## src/hdl/ffos_pkg.sv

```systemverilog
package ffos_pkg;

    // ==========================================
    // Default offset selection
    // ==========================================
    localparam int OFFSET_W = 17;
    localparam int DEPTH_DEFAULT = 16384;
    localparam int WORD_W = 72;

    localparam logic [OFFSET_W-1:0] OFS_LLL = 17'h0007f;
    localparam logic [OFFSET_W-1:0] OFS_HLL = 17'h003ff;
    localparam logic [OFFSET_W-1:0] OFS_LHL = 17'h001ff;
    localparam logic [OFFSET_W-1:0] OFS_LLH = 17'h000ff;
    localparam logic [OFFSET_W-1:0] OFS_LHH = 17'h0003f;
    localparam logic [OFFSET_W-1:0] OFS_HHL = 17'h0001f;
    localparam logic [OFFSET_W-1:0] OFS_HLH = 17'h0000f;
    localparam logic [OFFSET_W-1:0] OFS_HHH = 17'h00007;

    // Selection code is {load_select, offset_select1, offset_select0}.
    localparam logic [2:0] SEL_LLL = 3'h0;
    localparam logic [2:0] SEL_LLH = 3'h1;
    localparam logic [2:0] SEL_LHL = 3'h2;
    localparam logic [2:0] SEL_LHH = 3'h3;
    localparam logic [2:0] SEL_HLL = 3'h4;
    localparam logic [2:0] SEL_HLH = 3'h5;
    localparam logic [2:0] SEL_HHL = 3'h6;
    localparam logic [2:0] SEL_HHH = 3'h7;

    // ==========================================
    // Offset port access
    // ==========================================
    typedef enum logic {
        FFOS_SEL_EMPTY,
        FFOS_SEL_FULL
    } ffos_which_e;

endpackage : ffos_pkg

```

## src/hdl/ffos_flag_offset_status.sv

```systemverilog
// Function
// - Master reset loads both offsets from load_select and the two offset selects.
// - load_select at master reset is latched into serialMode; offsets are programmed over offsetData in parallel in either mode.
// - Separate empty offset n and full offset m drive the two almost flags.
// - Offsets read back only over the parallel data_out port, either mode.
// - Offsets may be programmed or reprogrammed after master reset, but only while load_select is low.
// - Synchronous mode: almost_full_flag updates only on write-side edges.
// - Synchronous mode: almost_empty_flag updates only on read-side edges.
// - Asynchronous mode: almost_full set low by write, released high by read.
// - Asynchronous mode: almost_empty set low by read, released high by write.
// - One to n words: empty high, almost-empty low, others high.
// - Half depth plus one to depth minus m plus one: half-full low.
// - almost_empty_flag goes high once the count reaches n plus one.
// - almost_full_flag low from depth minus m, including while full.
// - At full depth full_flag goes low and writes are blocked.
// - When empty, empty_flag goes low and reads are ignored.
`timescale 1ns/1ns
`default_nettype none

module ffos_flag_offset_status #(
    parameter int DEPTH = ffos_pkg::DEPTH_DEFAULT,
    parameter int CW    = $clog2(DEPTH) + 1
) (
    // Clock and reset
    input  wire logic                            core_clk,
    input  wire logic                            rst,
    // Configuration straps and master reset
    input  wire logic                            master_reset,
    input  wire logic                            load_select,
    input  wire logic                            offset_select1,
    input  wire logic                            offset_select0,
    input  wire logic                            flag_timing_select,
    // FIFO core strobes
    input  wire logic                            writeReq,
    input  wire logic                            readReq,
    // Offset programming and readback
    input  wire logic                            offsetWrite,
    input  wire logic                            offsetRead,
    input  wire logic                            offsetWhich,
    input  wire logic [ffos_pkg::OFFSET_W-1:0]   offsetData,
    // Status outputs, active low
    output logic                                 empty_flag,
    output logic                                 almost_empty_flag,
    output logic                                 half_full_flag,
    output logic                                 almost_full_flag,
    output logic                                 full_flag,
    // Core strobes qualified by flags
    output logic                                 writeAccept,
    output logic                                 readAccept,
    // Mode and readback
    output logic                                 serialMode,
    output logic                                 syncFlagMode,
    output logic      [ffos_pkg::OFFSET_W-1:0]   data_out,
    output logic      [CW-1:0]                   wordCount
);

    // ==========================================
    // Default offset decode
    // ==========================================
    logic [ffos_pkg::OFFSET_W-1:0] defaultOffset;
    logic [ffos_pkg::OFFSET_W-1:0] emptyOffset;
    logic [ffos_pkg::OFFSET_W-1:0] fullOffset;
    logic                          wrGo;
    logic                          rdGo;
    logic [CW-1:0]                 next_count;

    ffos_default_rom u_rom (
        .sel    ({load_select, offset_select1, offset_select0}),
        .offset (defaultOffset)
    );

    // ==========================================
    // Offsets and mode straps
    // ==========================================
    always_ff @(posedge core_clk or posedge rst) begin
        if (rst) begin
            emptyOffset  <= ffos_pkg::OFS_LLL;
            fullOffset   <= ffos_pkg::OFS_LLL;
            serialMode   <= 1'b0;
            syncFlagMode <= 1'b0;
        end else if (master_reset) begin
            emptyOffset  <= defaultOffset;
            fullOffset   <= defaultOffset;
            serialMode   <= load_select;
            syncFlagMode <= flag_timing_select;
        end else if (offsetWrite && !load_select) begin
            if (offsetWhich == ffos_pkg::FFOS_SEL_FULL) begin
                fullOffset <= offsetData;
            end else begin
                emptyOffset <= offsetData;
            end
        end
    end

    always_ff @(posedge core_clk or posedge rst) begin
        if (rst) begin
            data_out <= '0;
        end else if (offsetRead && !load_select && !master_reset) begin
            data_out <= (offsetWhich == ffos_pkg::FFOS_SEL_FULL) ? fullOffset : emptyOffset;
        end
    end

    // ==========================================
    // Word count and strobe gating
    // ==========================================
    always_comb begin
        wrGo = writeReq && load_select && full_flag;
        rdGo = readReq && load_select && empty_flag;
        next_count = wordCount;
        if (wrGo && !rdGo) begin
            next_count = wordCount + CW'(1);
        end else if (rdGo && !wrGo) begin
            next_count = wordCount - CW'(1);
        end
    end

    always_ff @(posedge core_clk or posedge rst) begin
        if (rst) begin
            wordCount   <= '0;
            writeAccept <= 1'b0;
            readAccept  <= 1'b0;
        end else if (master_reset) begin
            wordCount   <= '0;
            writeAccept <= 1'b0;
            readAccept  <= 1'b0;
        end else begin
            wordCount   <= next_count;
            writeAccept <= wrGo;
            readAccept  <= rdGo;
        end
    end

    // ==========================================
    // Status flags from the next count
    // ==========================================
    // Thresholds are compared one bit wider than both the count and the
    // offsets, so a default offset larger than a small depth cannot wrap.
    localparam int MW = ((CW > ffos_pkg::OFFSET_W) ? CW : ffos_pkg::OFFSET_W) + 1;

    logic [CW-1:0] halfMark;
    logic [CW-1:0] depthCw;
    logic [MW-1:0] countWide;
    logic          aeLevel;
    logic          afLevel;

    always_comb begin
        depthCw   = CW'(DEPTH);
        halfMark  = CW'(DEPTH / 2);
        countWide = MW'(next_count);
        aeLevel   = countWide > MW'(emptyOffset);
        afLevel   = (countWide + MW'(fullOffset)) < MW'(DEPTH);
    end

    always_ff @(posedge core_clk or posedge rst) begin
        if (rst) begin
            empty_flag     <= 1'b0;
            half_full_flag <= 1'b1;
            full_flag      <= 1'b1;
        end else if (master_reset) begin
            empty_flag     <= 1'b0;
            half_full_flag <= 1'b1;
            full_flag      <= 1'b1;
        end else begin
            empty_flag     <= next_count != '0;
            half_full_flag <= !(next_count > halfMark);
            full_flag      <= next_count != depthCw;
        end
    end

    // Synchronous mode samples the level only on its own strobe, so the flags may
    // lag the count; asynchronous mode sets on one strobe and releases on the other.
    always_ff @(posedge core_clk or posedge rst) begin
        if (rst) begin
            almost_empty_flag <= 1'b0;
            almost_full_flag  <= 1'b1;
        end else if (master_reset) begin
            almost_empty_flag <= 1'b0;
            almost_full_flag  <= 1'b1;
        end else if (syncFlagMode) begin
            if (wrGo) begin
                almost_full_flag <= afLevel;
            end
            if (rdGo) begin
                almost_empty_flag <= aeLevel;
            end
        end else begin
            if (wrGo && !afLevel) begin
                almost_full_flag <= 1'b0;
            end else if (rdGo && afLevel) begin
                almost_full_flag <= 1'b1;
            end
            if (rdGo && !aeLevel) begin
                almost_empty_flag <= 1'b0;
            end else if (wrGo && aeLevel) begin
                almost_empty_flag <= 1'b1;
            end
        end
    end
endmodule : ffos_flag_offset_status

`default_nettype wire

```

## src/hdl/ffos_default_rom.sv

```systemverilog
`timescale 1ns/1ns
`default_nettype none

module ffos_default_rom (
    // Selection pins
    input  wire logic [2:0]                      sel,
    // Chosen default
    output logic      [ffos_pkg::OFFSET_W-1:0]   offset
);

    always_comb begin
        unique case (sel)
            ffos_pkg::SEL_LLL: offset = ffos_pkg::OFS_LLL;
            ffos_pkg::SEL_HLL: offset = ffos_pkg::OFS_HLL;
            ffos_pkg::SEL_LHL: offset = ffos_pkg::OFS_LHL;
            ffos_pkg::SEL_LLH: offset = ffos_pkg::OFS_LLH;
            ffos_pkg::SEL_LHH: offset = ffos_pkg::OFS_LHH;
            ffos_pkg::SEL_HHL: offset = ffos_pkg::OFS_HHL;
            ffos_pkg::SEL_HLH: offset = ffos_pkg::OFS_HLH;
            ffos_pkg::SEL_HHH: offset = ffos_pkg::OFS_HHH;
        endcase
    end

endmodule : ffos_default_rom

`default_nettype wire

```

## config.mk

```make
export PLATFORM = sky130hd
export DESIGN_NAME = ffos_flag_offset_status
export DESIGN_NICKNAME = d
export VERILOG_FILES = /design/src/hdl/ffos_pkg.sv /design/src/hdl/ffos_flag_offset_status.sv /design/src/hdl/ffos_default_rom.sv
export SDC_FILE = /design/constraint.sdc
export NUM_CORES = 1
export LEC_CHECK = 0
export BUFFER_PORTS_ARGS = -buffer_cell sky130_fd_sc_hd__buf_2
export CELL_PAD_IN_SITES_DETAIL_PLACEMENT = 0
export CELL_PAD_IN_SITES_GLOBAL_PLACEMENT = 1
export CORE_MARGIN = 2
export CORE_UTILIZATION = 47
export DETAILED_ROUTE_END_ITERATION = 6
export HOLD_SLACK_MARGIN = 0.12
export PLACE_DENSITY_LB_ADDON = 0.25
export SLEW_MARGIN = 15
export SYNTH_ARGS = -nofsm -noshare
export SYNTH_HDL_FRONTEND = slang
export SYNTH_SLANG_ARGS = --single-unit
```

## constraint.sdc

```tcl
create_clock -name core_clk -period 4.6 [get_ports core_clk]
set_input_delay 1.15 -clock core_clk [delete_from_list [all_inputs] [get_ports core_clk]]
set_output_delay 1.15 -clock core_clk [all_outputs]
set_load 0.05 [all_outputs]
```

==> key figures, run 1 <==
Finish
  – Layout area overhead: 13.5%
  – Most frequent cells in the layout: buf_2 (69), nand2_1 (68), dfrtp_1 (58), a21oi_1 (48), nor2_1 (48)
  – FILL cells: 972
  – Commonest non-fill, non-tap cell in the layout: buf_2
  – Layout Nets: 649
  – Share of post-route cells with drive strength above 1: 22.8%
  – Post-route insts no fill: 724
  – N_diodes: 0

Floorplanning
  – Die Ht: 104 µm
  – FP Rows: 36
  – Die Width: 104 µm
  – Die ar.: 10800 µm²
  – Starting Density: 48.2%
  – Floorplan core area: 9730 µm²
  – I/O Pins: 70

STA
  – TNS Setup: 0 ns
  – Rel. slew slack: 35.6%
  – Final worst slack: 0.655 ns
  – Fin crit period: 3.94 ns
  – Period utilisation layout: 85.8%
  – Max Transition Viols Final: 0
  – Final Hold Vio Count: 0
  – RSZ-0062 raised after global routing: no
  – Fmax: 253 MHz
  – Final setup skew: 0.00936 ns
  – Final setup violation count: 0
  – Measured slew at the worst slew-check pin: 0.966 ns

Clock tree
  – Root Buffer: clkbuf_8
  – Clk buf depth: 2
  – Clock insertion delay at the later pin of the skew report: 0.36 ns
  – # H-tree levels: 3
  – Post-CTS Hold Fix Bufs: 0
  – Postcts setup bufs: 0
  – Post-cts sizing count: 0
  – # clock sinks: 75
  – Cts bufs inserted: 9
  – Worst-path clk slew: 0.08 ns
  – TritonCTS clock tree: done

Global route
  – Pin count of the biggest net entering global routing: 76
  – First-pass GRT wire length: 20100 µm
  – Routing usage on met2: 36.7%
  – Total GRT Usage: 23.6%
  – GR met3 Demand/Resource: 3.82%
  – GR peak layer: met2
  – Vias in the first global route: 3901
  – Met1 usage: 33.3%
  – Congestion Overflow GR: 0
  – Initial antenna violation count: 0

Routing
  – Drt via density: 5.56
  – Mean routed wirelength per cell: 16.9 µm
  – DRC Markers: 0
  – Router iterations before antenna repair: 5
  – Routed WL: 12300 µm
  – Total number of vias: 4025
  – Routed Antenna Nets: 0
  – Starting DRC count in detailed routing: 153

Placed design
  – Place WS: 0.318 ns
  – Port Buf Inserts: 69
  – Dpl cells: 708
  – RD Place Congestion: 0.842
  – Dpl hpwl: 9230 µm

Worst setup path
  – Crit end category: flop
  – WP data required: 4.86 ns
  – CP arrival: 4.21 ns
  – Crit-path max FO: 4
  – CP Launch Type: primary input
  – Kind of critical path: in -> reg

Power
  – VDD IR max: 0.217 mV
  – Sw Share: 38.3%
  – Leak Pwr: 0.00260 µW
  – Comb power frac: 31.6%
  – Seq pwr share: 42.3%
  – Power per cell area: 347 nW/µm²
  – P_sw: 707 µW
  – Int Power: 1140 µW
  – Clk pwr share: 26.0%

Job
  – Max-cap viol count: 0

Synth
  – Synthesized Nets: 584
  – Share of the synthesized area in the top cell type: 30.9%
  – Register area share after synthesis: 40.4%
  – Yosys warning count: 0
  – Synth unique cells: 62
  – Area contributors post-synth: dfrtp_1 (31%), dfstp_2 (9.5%), ha_1 (9.1%)
  – Ys async rst share: 100%
  – Post-synth top flop: dfrtp_1
  – Synth Register Bits: 75
  – Post-synth EDFFs: 0
  – Synth Cell Area: 4690 µm²
  – Post-synth top area cell: dfrtp_1
  – Avg Cell Area, Syn: 9.01 µm²
  – Post-Synthesis Cells: 521

Status
  – Status: finished, final reports clean

Hold path
  – Hold Crit Class: reg -> reg
[Yosys cell counts (2+ instances only)]
cell type	n
nand4_1	6
nand3_1	27
a22oi_1	2
nor4_1	4
and2_1	10
buf_6	3
nor4_4	3
xor2_1	4
dfstp_2	17
a211o_1	3
nand2_1	68
nand2b_1	2
inv_1	31
or3_4	2
or2_2	2
a2bb2oi_1	3
o21a_1	4
clkbuf_8	2
o21ai_0	21
mux2i_1	19
nor2b_1	2
a21oi_1	48
and3_2	2
a211oi_1	5
and3_1	5
nor3_1	9
a21oi_2	2
a32oi_1	2
a21o_1	6
nor2_1	48
ha_1	34
o211ai_1	6
clkbuf_1	18
a31oi_1	5
dfrtp_1	58
xnor2_1	8
and4_1	2
mux2_2	3
nor3b_1	2
[worst paths after layout]
path                                     from                to  slack, ns  cells after the start
worst min-delay path            fullOffset[0]     fullOffset[0]       0.50                      2
worst max-delay path              load_select  almost_full_flag       0.66                     14
worst max register to register   wordCount[1]  almost_full_flag       0.98                     14
max in group asynchronous                 rst      syncFlagMode       2.89                      3
worst min register to register  fullOffset[0]     fullOffset[0]       0.50                      2
min in group asynchronous                 rst       data_out[6]       1.07                      3
[critical path, stage by stage]
cell and delay, ns:
buf_2 0.11, a21bo_2 0.23, nor4_2 0.37, nand3_1 0.15, nand2_1 0.09, xor2_1 0.40
ha_1 0.36, a21oi_1 0.15, o21ai_0 0.12, a221oi_1 0.40, inv_1 0.08, a211oi_1 0.23
a31oi_1 0.11, nor3_1 0.24
[layer usage]
layer / up-vias / part of all wire (%)
li1: 1964 / -
met1: 1925 / 48
met2: 118 / 45
met3: 18 / 4.7
met4: 0 / 1.9
met5: - / 0
[area by class of cell]
class	instances	area, µm²	area share, %
flip-flops and latches	75	1900	35.6
well taps	133	166	3.12
clock buffers	13	159	2.98
multi-input cells	391	2550	47.9
repair buffers	78	413	7.75
clock inverters	3	21.3	0.399
inverters	31	116	2.18
[logic make-up after synthesis]
kind of cell	after synthesis	share of synthesized area, %
buffers and inverters	55	5.33
XOR/XNOR	12	2.24
AO/OA/AOI/OAI	118	15.8
adder cells (fa/ha/maj)	34	9.06
AND/OR/NAND/NOR	205	22.4
flip-flops	75	40.4
multiplexers	22	4.77
[state kept, by name (all words and copies together), names as in the netlist]
register and count:
wordCount 15, half_full_flag 1, full_flag 1, emptyOffset 17, syncFlagMode 1, fullOffset 17
data_out 17, almost_empty_flag 1, serialMode 1, writeAccept 1, almost_full_flag 1, readAccept 1
empty_flag 1
[power by group through the flow]
| stage | logic (µW) | clock network (µW) | registers [µW] |
|---|---|---|---|
| global placement | 575 | 0 | 790 |
| global route | 635 | 515 | 791 |
| floorplan | 296 | 0 | 924 |
| finish | 584 | 481 | 782 |
| detailed placement | 582 | 0 | 793 |
| CTS | 585 | 490 | 782 |
[stage by stage]
stage                     hold WS [ns]  util, %  power, µW  area (µm²)
after global routing             0.527     54.8       1940        5330
after global placement           0.481     52.9       1370        5150
after floorplan                  0.471        -       1220        4690
final                            0.503     54.8       1850        5330
after CTS                        0.506     54.8       1860        5330
after detailed placement         0.495     52.9       1370        5150
(Power assumes the default switching activity.)
==> run 2, diff against run 1 <==
--- a/config.mk
+++ b/config.mk
@@ -13,6 +13,7 @@
 export DETAILED_ROUTE_END_ITERATION = 6
 export HOLD_SLACK_MARGIN = 0.12
 export PLACE_DENSITY_LB_ADDON = 0.25
+export REMOVE_ABC_BUFFERS = 1
 export SLEW_MARGIN = 15
 export SYNTH_ARGS = -nofsm -noshare
 export SYNTH_HDL_FRONTEND = slang
==> constraint.sdc (replaced) <==
create_clock -name core_clk -period 4.6 [get_ports core_clk]
set_input_delay 0.69 -clock core_clk [delete_from_list [all_inputs] [get_ports core_clk]]
set_output_delay 0.69 -clock core_clk [all_outputs]
set_load 0.05 [all_outputs]
==> run 2 against run 1 <==
  * Sequential share of layout area is 0.21 points higher
  * Wire length is 3.1% lower
  * Total power is 0.53% lower
==> key figures, run 2 (synthesized netlist as in run 1, its figures left out) <==
Placed design
  – RD Place Congestion: 0.888 (+5.5%)
  – Dpl hpwl: 8880 µm (-3.8%)
  – Port Buf Inserts: 69 (unchanged)
  – Placed inst area: 5120 µm² (-0.58%)

Routing
  – Starting DRC count in detailed routing: 156 (+2.0%)
  – Total number of vias: 3997 (-0.70%)
  – Mean routed wirelength per cell: 16.5 µm (-2.5%)
  – Routed WL: 11900 µm (-3.1%)
  – Drt via density: 5.55 (-0.14%)
  – DRC Markers: 0 (unchanged)
  – Router iterations before antenna repair: 4 (-1)
  – Routed Antenna Nets: 0 (unchanged)

Power
  – P_sw: 678 µW (-4.1%)
  – Comb power frac: 30.9% (-0.7 points)
  – Sw Share: 36.9% (-1.4 points)
  – Leak Pwr: 0.00258 µW (-0.74%)
  – Power per cell area: 347 nW/µm² (about the same)
  – Int Power: 1160 µW (+1.7%)
  – Clk pwr share: 26.6% (+0.6 points)
  – Pwr Total: 1840 µW (-0.53%)
  – VDD IR max: 0.172 mV (-21%)
  – Seq pwr share: 42.5% (+0.2 points)

Global route
  – Vias in the first global route: 3910 (+0.23%)
  – First-pass GRT wire length: 19700 µm (-1.8%)
  – GR peak layer: met2
  – Routing usage on met2: 35.1% (-1.6 points)
  – Congestion Overflow GR: 0 (unchanged)
  – Total GRT Usage: 23.1% (-0.55 points)
  – Pin count of the biggest net entering global routing: 45 (-41%)
  – Met1 usage: 32.6% (-0.66 points)
  – Initial antenna violation count: 0 (unchanged)
  – GR met3 Demand/Resource: 3.95% (+0.13 points)

Clock tree
  – Clk buf depth: 2 (unchanged)
  – Cts bufs inserted: 9 (unchanged)
  – # H-tree levels: 3 (unchanged)
  – TritonCTS clock tree: done
  – Post-CTS Hold Fix Bufs: 0 (unchanged)
  – # clock sinks: 75 (unchanged)
  – Root Buffer: clkbuf_8
  – Post-cts sizing count: 0 (unchanged)
  – Postcts setup bufs: 0 (unchanged)
  – Worst-path clk slew: 0.08 ns (about the same)
  – Clock insertion delay at the later pin of the skew report: 0.36 ns (about the same)

Floorplanning
  – Die ar.: 10800 µm² (unchanged)
  – I/O Pins: 70 (unchanged)
  – Die Width: 104 µm (unchanged)
  – Die Ht: 104 µm (unchanged)
  – Starting Density: 48.2% (unchanged)
  – Floorplan core area: 9730 µm² (unchanged)
  – FP Rows: 36 (unchanged)

STA
  – RSZ-0062 raised after global routing: no
  – Rel. slew slack: 44.8% (+9.2 points)
  – TNS Setup: 0 ns (unchanged)
  – Final setup skew: 0.0123 ns (+0.00295 ns)
  – Final setup violation count: 0 (unchanged)
  – Period utilisation layout: 83.5% (-2.3 points)
  – Measured slew at the worst slew-check pin: 0.827 ns (-0.139 ns)
  – Max Transition Viols Final: 0 (unchanged)
  – Fmax: 260 MHz (+2.7%)
  – Fin crit period: 3.84 ns (-0.105 ns)
  – Final Hold Vio Count: 0 (unchanged)

Worst setup path
  – Crit end category: flop
  – Slowest Stage Delay on Critical Path: 0.60 ns (+0.20 ns)
  – WP data required: 4.88 ns (+0.02 ns)
  – CP Launch Type: flop
  – CP arrival: 4.12 ns (-0.09 ns)
  – Critical path cell sequence: nand3_1 -> nor4_4 -> a32oi_1 -> a21oi_2 -> xnor2_1 -> inv_1 -> ha_1 -> nand3_1 -> nor2_1 -> a221oi_1 -> inv_1 -> a211oi_1 -> a31oi_1 -> nor3_1
  – Kind of critical path: reg -> reg
  – Crit-path max FO: 8 (+4)
  – Critical path's slowest cell: dfstp_2

Finish
  – Final instance area: 5300 µm² (-0.59%)
  – N_diodes: 0 (unchanged)
  – Core Util, Final: 54.4% (-0.32 points)
  – Share of post-route cells with drive strength above 1: 22.0% (-0.87 points)
  – Most frequent cells in the layout: buf_2 (69), nand2_1 (68), dfrtp_1 (58), a21oi_1 (48), nor2_1 (48)
  – Layout area overhead: 12.9%
  – Largest registers: data_out: 17 flops, emptyOffset: 17 flops, fullOffset: 17 flops
  – Layout Nets: 645 (-0.62%)
  – Commonest non-fill, non-tap cell in the layout: buf_2

Job
  – Max-cap viol count: 0 (unchanged)

Hold path
  – Hold Crit Class: in -> async

Status
  – Status: finished, final reports clean
run 2: cell count changes in the layout (fill, tap and decap cells not counted), sizes merged:
cell / change
buf: -4
clkinv: +1
clkinvlp: -1
bufinv: +1
inv: -1
run 2: stage by stage:
| stage | setup slack (ns) | std cells | hold WS [ns] |
|---|---|---|---|
| floorplan | 1.14 | 497 | 0.471 |
| global placement | 0.593 | 704 | 0.489 |
| detailed placement | 0.576 | 704 | 0.490 |
| CTS | 0.819 | 720 | 0.501 |
| global route | 0.391 | 720 | 0.512 |
| finish | 0.760 | 720 | 0.493 |
run 2: path summary, 6_finish.rpt:
check	startpoint	slack, ns	end	cells after the start
max	full_flag	0.76	almost_full_flag	14
min	rst	0.49	readAccept	2
max reg2reg	full_flag	0.76	almost_full_flag	14
min reg2reg	fullOffset[3]	0.50	fullOffset[3]	2
max in group asynchronous	rst	3.08	fullOffset[1]	3
min in group core_clk	fullOffset[3]	0.50	fullOffset[3]	2
run 2: metal layers:
layer  vias up  wire length (µm)
li1       1949                 -
met1      1923              5730
met2       107              5290
met3        18               613
met4         0               251
met5         -                 0
run 2: area by class of cell:
type	instances	area, µm²
Inverter	31	116
Clock inverter	3	40.0
Timing Repair Buffer	74	383
Multi-Input combinational cell	391	2550
Tap cell	133	166
Clock buffer	13	139
Fill cell	925	4430
Sequential cell	75	1900
run 2: power by group through the flow:
| stage | Sequential (µW) | Clock [µW] | Combinational (µW) |
|---|---|---|---|
| 6_report | 780 | 489 | 568 |
| 5_1_grt | 792 | 527 | 624 |
| 2_1_floorplan | 926 | 0 | 275 |
| 3_5_place_dp | 792 | 0 | 569 |
| 4_1_cts | 781 | 499 | 572 |
| 3_3_place_gp | 790 | 0 | 563 |
run 2: worst max-delay path, delay by kind of cell, from the launching register on:
family          cells  cell delay [ns]
buf+inv             2             0.26
compound gates      5             1.26
fa+ha+maj           1             0.34
xor+xnor            1             0.26
flops               1             0.60
simple gates        5             1.06
==> run 3, diff against run 2 <==
--- a/config.mk
+++ b/config.mk
@@ -9,7 +9,7 @@
 export CELL_PAD_IN_SITES_DETAIL_PLACEMENT = 0
 export CELL_PAD_IN_SITES_GLOBAL_PLACEMENT = 1
 export CORE_MARGIN = 2
-export CORE_UTILIZATION = 47
+export CORE_UTILIZATION = 44
 export DETAILED_ROUTE_END_ITERATION = 6
 export HOLD_SLACK_MARGIN = 0.12
 export PLACE_DENSITY_LB_ADDON = 0.25
==> constraint.sdc (replaced) <==
create_clock -name core_clk -period 3.91 [get_ports core_clk]
set_input_delay 0.5865 -clock core_clk [delete_from_list [all_inputs] [get_ports core_clk]]
set_output_delay 0.5865 -clock core_clk [all_outputs]
set_load 0.05 [all_outputs]
==> run 3 against run 2 <==
  * Flip-flop and latch count stayed put
  * Setup slack got worse by 0.46 ns
  * Via count rose by 1.4%
  * First-iteration DRC count increased by 16%
  * Non-clock buffer count is 9 higher
  * Core utilization is 1.7 points lower
==> key figures, run 3 (synthesized netlist as in run 1, its figures left out) <==
Routing
  – Router iterations before antenna repair: 5 (+1)
  – Drt via density: 5.54 (-0.29%)
  – Starting DRC count in detailed routing: 181 (+16%)
  – Routed Antenna Nets: 0 (unchanged)
  – Routed WL: 12600 µm (+6.0%)
  – DRC Markers: 0 (unchanged)
  – Total number of vias: 4052 (+1.4%)
  – Mean routed wirelength per cell: 17.2 µm (+4.3%)

STA
  – Measured slew at the worst slew-check pin: 0.966 ns (+0.139 ns)
  – TNS Setup: 0 ns (unchanged)
  – Final Hold Vio Count: 0 (unchanged)
  – Final worst slack: 0.298 ns (-0.463 ns)
  – Max Transition Viols Final: 0 (unchanged)
  – Fin crit period: 3.61 ns (-0.227 ns)
  – RSZ-0062 raised after global routing: no
  – Fmax: 277 MHz (+6.3%)
  – Final setup violation count: 0 (unchanged)
  – Final setup skew: 0.0120 ns (-0.000338 ns)
  – Rel. slew slack: 35.6% (-9.2 points)
  – Period utilisation layout: 92.4% (+8.9 points)

Power
  – Int Power: 1520 µW (+31%)
  – Comb power frac: 29.1% (-1.8 points)
  – P_sw: 831 µW (+23%)
  – Sw Share: 35.3% (-1.5 points)
  – VDD IR max: 0.252 mV (+47%)
  – Leak Pwr: 0.00267 µW (+3.3%)
  – Clk pwr share: 31.8% (+5.2 points)
  – Power per cell area: 432 nW/µm² (+24%)
  – Seq pwr share: 39.0% (-3.5 points)

Worst setup path
  – WP data required: 4.19 ns (-0.69 ns)
  – Cell count of the worst reg-to-reg path: 13 (-1)
  – CP startpoint: wordCount[3]
  – R2R Path End: almost_full_flag
  – FF-to-FF Start: wordCount[3]
  – R2R setup slack: 0.30 ns (-0.46 ns)
  – Crit-path max FO: 7 (-1)
  – Crit end category: flop
  – CP Launch Type: flop
  – Kind of critical path: reg -> reg
  – CP arrival: 3.89 ns (-0.23 ns)
  – Critical path endpoint: almost_full_flag

Clock tree
  – Clock insertion delay at the later pin of the skew report: 0.36 ns (about the same)
  – Worst-path clk slew: 0.08 ns (about the same)
  – TritonCTS clock tree: done
  – Postcts setup bufs: 0 (unchanged)
  – Clk buf depth: 2 (unchanged)
  – Post-CTS Hold Fix Bufs: 0 (unchanged)
  – # clock sinks: 75 (unchanged)
  – Cts bufs inserted: 9 (unchanged)
  – Root Buffer: clkbuf_8
  – # H-tree levels: 3 (unchanged)

Global route
  – Routing usage on met2: 36.4% (+1.3 points)
  – Vias in the first global route: 3869 (-1.0%)
  – Congestion Overflow GR: 0 (unchanged)
  – GR met3 Demand/Resource: 4.36% (+0.41 points)
  – Initial antenna violation count: 0 (unchanged)
  – Met1 usage: 32.1% (-0.54 points)
  – Pin count of the biggest net entering global routing: 76 (+69%)
  – GR peak layer: met2
  – Total GRT Usage: 23.0% (-0.063 points)
  – First-pass GRT wire length: 20200 µm (+2.3%)

Finish
  – Largest registers: data_out: 17 flops, emptyOffset: 17 flops, fullOffset: 17 flops
  – Most frequent cells in the layout: buf_2 (69), nand2_1 (68), dfrtp_1 (58), a21oi_1 (48), nor2_1 (48)
  – Commonest non-fill, non-tap cell in the layout: buf_2
  – Layout area overhead: 16.0%
  – Share of post-route cells with drive strength above 1: 24.0% (+2.0 points)
  – FILL cells: 1016 (+9.8%)
  – N_diodes: 0 (unchanged)
  – Layout Nets: 654 (+1.4%)

Placed design
  – Dpl hpwl: 9480 µm (+6.7%)
  – Port Buf Inserts: 69 (unchanged)
  – Place WS: 0.102 ns (-0.474 ns)
  – RD Place Congestion: 0.912 (+2.7%)

Hold path
  – Hold Crit Class: in -> reg

Job
  – Max-cap viol count: 0 (unchanged)

Floorplanning
  – Die Width: 107 µm (+3.2%)
  – Die ar.: 11500 µm² (+6.6%)
  – Die Ht: 107 µm (+3.2%)
  – I/O Pins: 70 (unchanged)
  – Starting Density: 45.5% (-2.8 points)
  – Floorplan core area: 10300 µm² (+6.1%)
  – FP Rows: 37 (+2.8%)

Status
  – Status: finished, final reports clean
-- run 3: changes by cell type in the layout (fill, tap and decap cells not counted), sizes merged --
cell    before  now
buf         74   83
bufinv       1    3
clkbuf      13   10
clkinv       2    3
-- run 3: critical path, stage by stage (launching register included) --
cell	delay (ns)
dfrtp_1	0.47
or3_4	0.46
nor4_4	0.35
a32oi_1	0.16
xor2_1	0.27
inv_1	0.14
ha_1	0.33
a211o_1	0.27
o211ai_1	0.09
a21oi_1	0.14
a211o_1	0.33
a211oi_1	0.22
a31oi_1	0.12
nor3_1	0.19
-- run 3: routing by layer --
layer  vias up  wire (µm)  part of all wire [%]
li1       1967          -                     -
met1      1954       5990                    48
met2       114       5750                    46
met3        17        652                   5.2
met4         0        204                   1.6
met5         -          0                     0
-- run 3: what timing repair did --
| action | 4_1_cts | 5_1_grt |
|---|---|---|
| resized for setup | 0 | 1 |
| endpoints found under the hold margin | 0 | 0 |
| setup endpoints to repair | 0 | 1 |
-- run 3: worst min-delay path by stage --
stage | cells after the start | start | to | slack, ns
2_1_floorplan | 2 | emptyOffset[7] | emptyOffset[7] | 0.47
6_report | 3 | offsetData[1] | fullOffset[1] | 0.46
5_1_grt | 3 | offsetData[1] | fullOffset[1] | 0.44
3_5_place_dp | 2 | fullOffset[1] | fullOffset[1] | 0.49
4_1_cts | 3 | offsetData[0] | fullOffset[0] | 0.44
3_3_place_gp | 2 | fullOffset[1] | fullOffset[1] | 0.49
-- run 3: power by group through the flow --
stage	logic [µW]	registers (µW)	clock network (µW)
final	686	918	748
after global routing	751	928	796
after global placement	679	929	0
after floorplan	323	1090	0
after detailed placement	684	932	0
after CTS	689	918	763
-- run 3: stage by stage --
step	hold WS [ns]	util [%]	total power (µW)	instance area [µm²]	std cells
finish	0.458	52.8	2350	5450	732
global placement	0.487	50.3	1610	5190	716
floorplan	0.471	-	1410	4560	497
detailed placement	0.493	50.3	1620	5190	716
global route	0.437	52.8	2470	5450	732
CTS	0.443	52.7	2370	5440	732
-- run 3: layout make-up --
type	count	area [µm²]	share of cell area [%]
Timing Repair Buffer	83	450	8.27
Sequential cell	75	1900	34.8
Clock inverter	6	113	2.07
Multi-Input combinational cell	391	2560	47.0
Tap cell	136	170	3.12
Clock buffer	10	138	2.53
Inverter	31	116	2.14
